<file path="src/hdl/eig_pkg.sv">
// eig_pkg: register map, field layout, reset values and mode codes
// for the eight-pin edge-interrupt port.
// assumes a 32-bit apb bus with one word per register.
package eig_pkg;

    // ==========================================================
    // widths
    // ==========================================================
    localparam int NPINS = 8;
    localparam int AW    = 12;

    // ==========================================================
    // register indices (byte address is four times the index)
    // ==========================================================
    localparam logic [7:0] IDX_MODE_UPPER = 8'hec;
    localparam logic [7:0] IDX_MODE_LOWER = 8'hed;
    localparam logic [7:0] IDX_PULLUP     = 8'hee;
    localparam logic [7:0] IDX_PIN_DATA   = 8'hf2;
    localparam logic [7:0] IDX_OUT_TYPE   = 8'hf3;
    localparam logic [7:0] IDX_IRQ_EN     = 8'he5;
    localparam logic [7:0] IDX_IRQ_PEND   = 8'he6;

    localparam logic [AW-1:0] ADDR_MODE_UPPER = {2'b00, IDX_MODE_UPPER, 2'b00};
    localparam logic [AW-1:0] ADDR_MODE_LOWER = {2'b00, IDX_MODE_LOWER, 2'b00};
    localparam logic [AW-1:0] ADDR_PULLUP     = {2'b00, IDX_PULLUP, 2'b00};
    localparam logic [AW-1:0] ADDR_PIN_DATA   = {2'b00, IDX_PIN_DATA, 2'b00};
    localparam logic [AW-1:0] ADDR_OUT_TYPE   = {2'b00, IDX_OUT_TYPE, 2'b00};
    localparam logic [AW-1:0] ADDR_IRQ_EN     = {2'b00, IDX_IRQ_EN, 2'b00};
    localparam logic [AW-1:0] ADDR_IRQ_PEND   = {2'b00, IDX_IRQ_PEND, 2'b00};

    // ==========================================================
    // reset values
    // ==========================================================
    localparam logic [7:0] RST_MODE     = 8'h00;
    localparam logic [7:0] RST_PULLUP   = 8'h00;
    localparam logic [7:0] RST_PIN_DATA = 8'h00;
    localparam logic [7:0] RST_OUT_TYPE = 8'h00;
    localparam logic [7:0] RST_IRQ_EN   = 8'h00;
    localparam logic [7:0] RST_IRQ_PEND = 8'h00;

    // ==========================================================
    // two-bit pin mode codes
    // ==========================================================
    localparam logic [1:0] MODE_IN_FALL = 2'h0;
    localparam logic [1:0] MODE_IN_BOTH = 2'h1;
    localparam logic [1:0] MODE_OUTPUT  = 2'h2;
    localparam logic [1:0] MODE_IN_RISE = 2'h3;

    // output-type bit values
    localparam logic OTYPE_PUSH_PULL  = 1'b0;
    localparam logic OTYPE_OPEN_DRAIN = 1'b1;

endpackage : eig_pkg

</file>
<file path="src/hdl/eig_pin_edge.sv">
// eig_pin_edge: one pin's two-stage synchroniser and edge detector.
// assumes pin_in is asynchronous to pclk.
`timescale 1ns/1ns
module eig_pin_edge (
    // clock and reset
    input  wire logic       pclk,
    input  wire logic       presetn,
    // pin and mode
    input  wire logic       pin_in,
    input  wire logic [1:0] mode,
    // results
    output logic            level,
    output logic            edge_hit
);

    typedef struct packed {
        logic meta;
        logic sync;
        logic prev;
    } eig_pin_state_t;

    eig_pin_state_t s_r;
    eig_pin_state_t s_nxt;
    logic           rise;
    logic           fall;

    // ==========================================================
    // sampling
    // ==========================================================
    always_comb begin
        s_nxt      = s_r;
        s_nxt.meta = pin_in;
        s_nxt.sync = s_r.meta;
        s_nxt.prev = s_r.sync;
    end

    always_ff @(posedge pclk or negedge presetn) begin
        if (!presetn) begin
            s_r <= '0;
        end else begin
            s_r <= s_nxt;
        end
    end

    // ==========================================================
    // edge select by mode
    // ==========================================================
    assign rise  = s_r.sync & ~s_r.prev;
    assign fall  = ~s_r.sync & s_r.prev;
    assign level = s_r.sync;

    always_comb begin
        unique case (mode)
            eig_pkg::MODE_IN_FALL: edge_hit = fall;
            eig_pkg::MODE_IN_BOTH: edge_hit = rise | fall;
            eig_pkg::MODE_IN_RISE: edge_hit = rise;
            eig_pkg::MODE_OUTPUT:  edge_hit = 1'b0;
        endcase
    end

endmodule : eig_pin_edge

</file>
<file path="src/hdl/eig_gpio_port.sv">
// eig_gpio_port: eight-pin general-purpose port with per-pin modes,
// edge interrupts, pull-up and output-type control, apb slave.
// assumes pins are asynchronous and apb runs on pclk.
//
// Behaviour
// - data register reads pins, writes outputs
// - two mode registers, two bits per pin
// - reset clears mode registers: all inputs
// - mode 00: input, falling-edge interrupt
// - mode 01: input, both-edge interrupt
// - mode 10: output, push-pull or open-drain
// - mode 11: input, rising-edge interrupt
// - lower register: pins 0-3, sources five-eight
// - upper register: pins 4-7 (pin 4 at bits 1:0), shared source nine
// - per-pin pull-up enable register
// - output type: 0 push-pull, 1 open-drain
// - per-pin interrupt enable gates the request
// - pending flag set on selected edge
//
// The implementer's own choice: the APB interface to the registers.
`timescale 1ns/1ns
module eig_gpio_port (
    // clock and reset
    input  wire logic                    pclk,
    input  wire logic                    presetn,
    // apb slave
    input  wire logic                    psel,
    input  wire logic                    penable,
    input  wire logic                    pwrite,
    input  wire logic [eig_pkg::AW-1:0]  paddr,
    input  wire logic [31:0]             pwdata,
    input  wire logic [3:0]              pstrb,
    output logic      [31:0]             prdata,
    output logic                         pready,
    output logic                         pslverr,
    // port pins
    input  wire logic [7:0]              pin_in,
    output logic      [7:0]              pin_out,
    output logic      [7:0]              pin_oe,
    output logic      [7:0]              pullup_on,
    // interrupt requests
    output logic                         irq_source_five,
    output logic                         irq_source_six,
    output logic                         irq_source_seven,
    output logic                         irq_source_eight,
    output logic                         irq_source_nine_shared
);

    // ==========================================================
    // state
    // ==========================================================
    typedef struct packed {
        logic [7:0]  pin_mode_upper;
        logic [7:0]  pin_mode_lower;
        logic [7:0]  pullup_enable;
        logic [7:0]  port_pin_data;
        logic [7:0]  output_type_select;
        logic [7:0]  edge_irq_enable;
        logic [7:0]  edge_irq_pending;
        logic [31:0] rdata;
    } eig_port_state_t;

    eig_port_state_t s_r;
    eig_port_state_t s_nxt;

    logic [15:0] modes;
    logic [7:0]  level;
    logic [7:0]  hit;
    logic [7:0]  req;
    logic [7:0]  is_out;
    logic        setup_rd;
    logic        acc_wr;
    logic        acc;
    logic        mapped;
    logic [7:0]  wbyte;
    logic        wlane;
    logic        wr_en;
    // register decode
    logic        sel_mode_upper;
    logic        sel_mode_lower;
    logic        sel_pullup;
    logic        sel_pin_data;
    logic        sel_out_type;
    logic        sel_irq_en;
    logic        sel_irq_pend;
    logic        wr_mode_upper;
    logic        wr_mode_lower;
    logic        wr_pullup;
    logic        wr_pin_data;
    logic        wr_out_type;
    logic        wr_irq_en;
    logic        wr_irq_pend;
    logic [7:0]  rd_byte;
    // pending and requests
    logic [7:0]  pend_clr;
    logic [7:0]  pend_set;
    logic [3:0]  req_single;
    logic        req_shared;

    // ==========================================================
    // pin mode fields
    // ==========================================================
    // pin i sits at bits 2i+1:2i of {upper, lower}
    assign modes = {s_r.pin_mode_upper, s_r.pin_mode_lower};

    // ==========================================================
    // per-pin edge detection
    // ==========================================================
    genvar gi;
    generate
        for (gi = 0; gi < eig_pkg::NPINS; gi++) begin : g_pin
            eig_pin_edge u_edge (
                .pclk     (pclk),
                .presetn  (presetn),
                .pin_in   (pin_in[gi]),
                .mode     (modes[2*gi+1:2*gi]),
                .level    (level[gi]),
                .edge_hit (hit[gi])
            );
            assign is_out[gi] = (modes[2*gi+1:2*gi] == eig_pkg::MODE_OUTPUT);
        end
    endgenerate

    // ==========================================================
    // apb decode
    // ==========================================================
    assign acc      = psel & penable;
    assign acc_wr   = acc & pwrite;
    assign setup_rd = psel & ~penable & ~pwrite;
    assign wlane    = pstrb[0];
    assign wbyte    = pwdata[7:0];
    assign wr_en    = acc_wr & wlane;

    // ==========================================================
    // register selects
    // ==========================================================
    // one-hot: each aligned word maps one register
    assign sel_mode_upper = (paddr == eig_pkg::ADDR_MODE_UPPER);
    assign sel_mode_lower = (paddr == eig_pkg::ADDR_MODE_LOWER);
    assign sel_pullup     = (paddr == eig_pkg::ADDR_PULLUP);
    assign sel_pin_data   = (paddr == eig_pkg::ADDR_PIN_DATA);
    assign sel_out_type   = (paddr == eig_pkg::ADDR_OUT_TYPE);
    assign sel_irq_en     = (paddr == eig_pkg::ADDR_IRQ_EN);
    assign sel_irq_pend   = (paddr == eig_pkg::ADDR_IRQ_PEND);

    // ==========================================================
    // write strobes
    // ==========================================================
    // only byte lane 0 carries register data
    assign wr_mode_upper  = wr_en & sel_mode_upper;
    assign wr_mode_lower  = wr_en & sel_mode_lower;
    assign wr_pullup      = wr_en & sel_pullup;
    assign wr_pin_data    = wr_en & sel_pin_data;
    assign wr_out_type    = wr_en & sel_out_type;
    assign wr_irq_en      = wr_en & sel_irq_en;
    assign wr_irq_pend    = wr_en & sel_irq_pend;

    // ==========================================================
    // read mux
    // ==========================================================
    // output pins read back their pad level
    always_comb begin
        rd_byte = 8'h00;
        if (sel_mode_upper) begin
            rd_byte = s_r.pin_mode_upper;
        end
        if (sel_mode_lower) begin
            rd_byte = s_r.pin_mode_lower;
        end
        if (sel_pullup) begin
            rd_byte = s_r.pullup_enable;
        end
        if (sel_pin_data) begin
            rd_byte = level;
        end
        if (sel_out_type) begin
            rd_byte = s_r.output_type_select;
        end
        if (sel_irq_en) begin
            rd_byte = s_r.edge_irq_enable;
        end
        if (sel_irq_pend) begin
            rd_byte = s_r.edge_irq_pending;
        end
    end

    // ==========================================================
    // pending flag set and clear
    // ==========================================================
    // set beats clear, so no edge is ever lost
    assign pend_set = hit;
    assign pend_clr = wr_irq_pend ? ~wbyte : 8'h00;

    always_comb begin
        unique case (paddr)
            eig_pkg::ADDR_MODE_UPPER,
            eig_pkg::ADDR_MODE_LOWER,
            eig_pkg::ADDR_PULLUP,
            eig_pkg::ADDR_PIN_DATA,
            eig_pkg::ADDR_OUT_TYPE,
            eig_pkg::ADDR_IRQ_EN,
            eig_pkg::ADDR_IRQ_PEND: mapped = 1'b1;
            default:                mapped = 1'b0;
        endcase
    end

    // zero wait states; unmapped addresses answer with an error
    assign pready  = 1'b1;
    assign pslverr = acc & ~mapped;
    assign prdata  = s_r.rdata;

    // ==========================================================
    // next state
    // ==========================================================
    always_comb begin
        s_nxt = s_r;

        // read data captured in the setup cycle, shown in access
        if (setup_rd) begin
            s_nxt.rdata = {24'h00_0000, rd_byte};
        end

        // register writes take effect at the access edge
        if (wr_mode_upper) begin
            s_nxt.pin_mode_upper = wbyte;
        end
        if (wr_mode_lower) begin
            s_nxt.pin_mode_lower = wbyte;
        end
        if (wr_pullup) begin
            s_nxt.pullup_enable = wbyte;
        end
        if (wr_pin_data) begin
            s_nxt.port_pin_data = wbyte;
        end
        if (wr_out_type) begin
            s_nxt.output_type_select = wbyte;
        end
        if (wr_irq_en) begin
            s_nxt.edge_irq_enable = wbyte;
        end

        // pending: write 0 clears a bit, write 1 keeps it;
        // a fresh edge in the same cycle wins over the clear
        s_nxt.edge_irq_pending = (s_r.edge_irq_pending & ~pend_clr) | pend_set;
    end

    // ==========================================================
    // registers
    // ==========================================================
    always_ff @(posedge pclk or negedge presetn) begin
        if (!presetn) begin
            s_r.pin_mode_upper     <= eig_pkg::RST_MODE;
            s_r.pin_mode_lower     <= eig_pkg::RST_MODE;
            s_r.pullup_enable      <= eig_pkg::RST_PULLUP;
            s_r.port_pin_data      <= eig_pkg::RST_PIN_DATA;
            s_r.output_type_select <= eig_pkg::RST_OUT_TYPE;
            s_r.edge_irq_enable    <= eig_pkg::RST_IRQ_EN;
            s_r.edge_irq_pending   <= eig_pkg::RST_IRQ_PEND;
            s_r.rdata              <= 32'h0000_0000;
        end else begin
            s_r <= s_nxt;
        end
    end

    // ==========================================================
    // pin drivers
    // ==========================================================
    // open-drain drives only low; push-pull drives both levels
    always_comb begin
        for (int i = 0; i < eig_pkg::NPINS; i++) begin
            if (!is_out[i]) begin
                pin_out[i] = 1'b0;
                pin_oe[i]  = 1'b0;
            end else if (s_r.output_type_select[i] == eig_pkg::OTYPE_OPEN_DRAIN) begin
                pin_out[i] = 1'b0;
                pin_oe[i]  = ~s_r.port_pin_data[i];
            end else begin
                pin_out[i] = s_r.port_pin_data[i];
                pin_oe[i]  = 1'b1;
            end
        end
    end

    // pull-ups act on inputs only
    assign pullup_on = s_r.pullup_enable & ~is_out;

    // ==========================================================
    // interrupt requests
    // ==========================================================
    assign req = s_r.edge_irq_pending & s_r.edge_irq_enable;

    // pins 4-7 share one request line
    assign req_single = req[3:0];
    assign req_shared = |req[7:4];

    assign irq_source_five        = req_single[0];
    assign irq_source_six         = req_single[1];
    assign irq_source_seven       = req_single[2];
    assign irq_source_eight       = req_single[3];
    assign irq_source_nine_shared = req_shared;

endmodule : eig_gpio_port

</file>
<file path="config.mk">
export PLATFORM = sky130hd
export DESIGN_NAME = eig_gpio_port
export DESIGN_NICKNAME = d
export VERILOG_FILES = /design/src/hdl/eig_pkg.sv /design/src/hdl/eig_pin_edge.sv /design/src/hdl/eig_gpio_port.sv
export SDC_FILE = /design/constraint.sdc
export NUM_CORES = 1
export LEC_CHECK = 0
export BUFFER_PORTS_ARGS = -buffer_cell sky130_fd_sc_hd__buf_2
export CAP_MARGIN = 20
export CORE_ASPECT_RATIO = 1.75
export CORE_MARGIN = 2
export CORE_UTILIZATION = 45
export DETAILED_ROUTE_END_ITERATION = 12
export GPL_ROUTABILITY_DRIVEN = 0
export PLACE_DENSITY = 0.7
export RECOVER_POWER = 25
export SLEW_MARGIN = 20
export SYNTH_ARGS = -nofsm -noshare
export SYNTH_HDL_FRONTEND = slang
export SYNTH_SLANG_ARGS = --single-unit
</file>
<file path="constraint.sdc">
create_clock -name pclk -period 1.5 [get_ports pclk]
set_input_delay 0.15 -clock pclk [delete_from_list [all_inputs] [get_ports pclk]]
set_output_delay 0.15 -clock pclk [all_outputs]
set_load 0.02 [all_outputs]
</file>
==> impl_metrics.ini <==
[status]
status = finished, final reports clean

[finish]
multi_input_area_um2 = 2390
fin_nets = 653
final_cell_mix = 84 x dfrtp_1, 72 x buf_4, 62 x buf_2, 46 x mux2_2, 27 x o21ai_0
fin_area_um2 = 6140
num_antenna_cells = 0
drive_above_1_share_pct = 41.6
seq_area_um2 = 2210
nFillCells = 837
finalNonFillerCells = 707
final_common_cell = dfrtp_1
area_delta_synth_final_pct = 28.5

[die]
coreArea_um2 = 10300
start_util_pct = 46.4
core.rowCount = 49
die_area_um2 = 11500
die_h_um = 140
die_w_um = 81.9
io_pins = 124

[place]
placed_cell_area_um2 = 5610
dp_hpwl_um = 9910
dp.cells = 676
port_buffers = 71

[critical_path]
worstPathCellList = buf_6 > nand2b_4 > nor3b_2 > buf_4
critPathKind = register to output pin
crit_path_max_fanout = 3
cp-end-kind = output pin
crit_required_ns = 1.35
cpLargestDelayFamily = flip-flops
critPathMaxStageDelay_ns = 0.40
slowest_stage = dfrtp_1
start_kind = register
crit_arrival_ns = 1.35
crit_buf_inv = 2

[logic_synthesis]
synth.yosys.seq_area_share_pct = 46.1
yosys_most_used_dff = dfrtp_1
yosys_warnings = 0
syn_area_per_cell_um2 = 10.9
synth.distinct_cells = 47
synth_edf_count = 0
synth_area_um2 = 4780
ys_seq_elements = 88
async_flop_share_pct = 100
synthCells = 438

[power_and_ir_drop]
p_clk_share_pct = 43.1
pwr_density_cell_nw_per_um2 = 821
p_leak_nw = 3.03
ir_drop_mv = 0.639
switchingPower_w = 0.00119
sequentialPowerShare_pct = 48.1
combPwrFrac_pct = 8.8
swShare_pct = 23.6
p_int_w = 0.00385
total_power_w = 0.00505

[routing]
drtAntennaViolNets = 0
drt-total-wl_um = 12700
wl_per_cell_um = 17.9
remaining_drc_errors = 0
dr.pass1.iters = 4
vias = 3843
drtIter0Drc = 228
vias_per_cell = 5.44

[timing]
max_freq_ghz = 0.668
fin_crit_sh_pct = 99.9
hold_viol_final = 0
setup_viol = 0
rsz0062_at_grt = true
clock_skew_ns = 0.00582
maxSlewHeadroom_pct = 66.0
final-max-slew-violation-count = 0
whs_ns = 0.152
period_needed_ns = 1.50
worstMarginPinSlew_ns = 0.509

[grt]
grt_pass1_vias = 3965
grt_start_max_net_pins = 38
grt_use_met2_pct = 39.6
track_usage_pct = 23.5
use_met1_pct = 28.5
grt_first_pass_wirelength_um = 20300
grt_use_met3_pct = 3.54
grt_antenna_before_repair = 0
overflow = 0
grt.busiest_layer = met2

[clock_tree]
worstSkewPairLatency_ns = 0.34
path_clk_slew_ns = 0.06
cts_tree = built
htree_num_levels = 3
root_buffer = clkbuf_16
cts_sinks = 88
clk_path_buf_depth = 2
cts-buffers-inserted = 9

[worst_hold_path]
hold_class = input port to register

[job]
drv_cap = 0
routing by layer:
| layer | up-vias | part of all wire (%) |
|---|---|---|
| met5 | - | 0 |
| met4 | 0 | 5.0 |
| met3 | 36 | 5.2 |
| met1 | 1889 | 38 |
| li1 | 1772 | - |
| met2 | 146 | 52 |
metrics by stage:
step / TNS [ns] / setup WS [ns] / utilization, %
2_1_floorplan: -2.70 / -0.139 / -
4_1_cts: -0.0110 / -0.0110 / 58.9
5_1_grt: -0.149 / -0.0388 / 59.6
6_report: 0 / 0.00189 / 59.6
3_3_place_gp: -7.87 / -0.214 / 54.5
3_5_place_dp: -9.81 / -0.256 / 54.5
power by group through the flow:
stage	registers (W)	clock network (W)	logic (W)
after floorplan	0.00247	0	0.000262
after global placement	0.00247	0	0.000411
after detailed placement	0.00247	0	0.000428
after CTS	0.00243	0.00221	0.000449
after global routing	0.00243	0.00232	0.000495
final	0.00243	0.00217	0.000443
synth_stat cells (3+ instances only):
cell type	number	share of area (%)
nand4_1	5	0.65
a22oi_1	7	1.1
o221ai_1	4	0.73
nor3_4	3	1.0
nor2b_1	6	0.79
nor2_1	12	0.94
inv_1	24	1.9
nand2b_1	15	2.0
clkbuf_1	4	0.31
a21oi_1	16	1.7
dfrtp_1	88	46
nor3b_1	10	1.6
a32oi_1	3	0.55
buf_4	34	5.3
nand3_1	19	2.0
and3_1	3	0.39
o21ai_0	27	2.8
nand2_1	18	1.4
and2_1	14	1.8
mux2_2	52	12
o22a_1	3	0.55
a221oi_1	4	0.73
buf_2	7	0.73
o211ai_1	5	0.79
mux2i_1	10	2.1
and4b_1	4	0.84
ha_1	16	4.2
path summary, 6_finish.rpt:
| kind | to | startpoint | depth (start not counted) | slack [ns] |
|---|---|---|---|---|
| min in group asynchronous | g_pin[6].u_edge.s_nxt[1] | presetn | 2 | 0.31 |
| worst min-delay path | s_r[41] | pwdata[1] | 2 | 0.15 |
| max in group asynchronous | modes[4] | presetn | 3 | 0.26 |
| worst max-delay path | pin_out[1] | modes[2] | 4 | 0.002 |
| worst min register to register | g_pin[1].u_edge.level | g_pin[1].u_edge.s_nxt[1] | 0 | 0.35 |
| worst max register to register | prdata[6] | s_r[70] | 5 | 0.04 |
layout make-up:
type	instances	share of cell area, %
tap	127	2.59
sequential	88	35.9
timing repair buffer	149	16.4
clock buffer	10	3.73
inverter	24	1.47
multi-input combinational	304	38.9
clock inverter	5	0.957
sequential cells by signal, summed over array words and instances (netlist names):
signal / count
s_r: 40
g_pin.u_edge.level: 8
g_pin.u_edge.s_r: 8
prdata: 8
g_pin.u_edge.s_nxt: 8
modes: 16
worst reg2reg max path, stage by stage (launching register included):
cell and delay [ns]:
dfrtp_1 0.39, and4b_1 0.19, o21ai_0 0.08, a221oi_1 0.40
o221ai_1 0.21, nand3_1 0.13
cell families (layout without fill, tap and decap cells):
kind of cell,Yosys count,after routing,synth area share (%)
fa+ha+maj,16,16,4.19
other cells,2,25,0.157
flops,88,88,46.1
simple gates,126,126,17.1
mux,62,62,14.3
compound gates,75,75,9.87
buf+inv,69,188,8.27
what timing repair did:
item | 4_1_cts | 5_1_grt
endpoints found under the hold margin | 28 | 0
pin swaps | 1 | 3
hold buffers | 9 | 0
setup buffers | 5 | 2
resized for setup | 11 | 18
endpoints found under the setup margin | 12 | 15
Note: power is estimated with default switching activity, not from simulation.
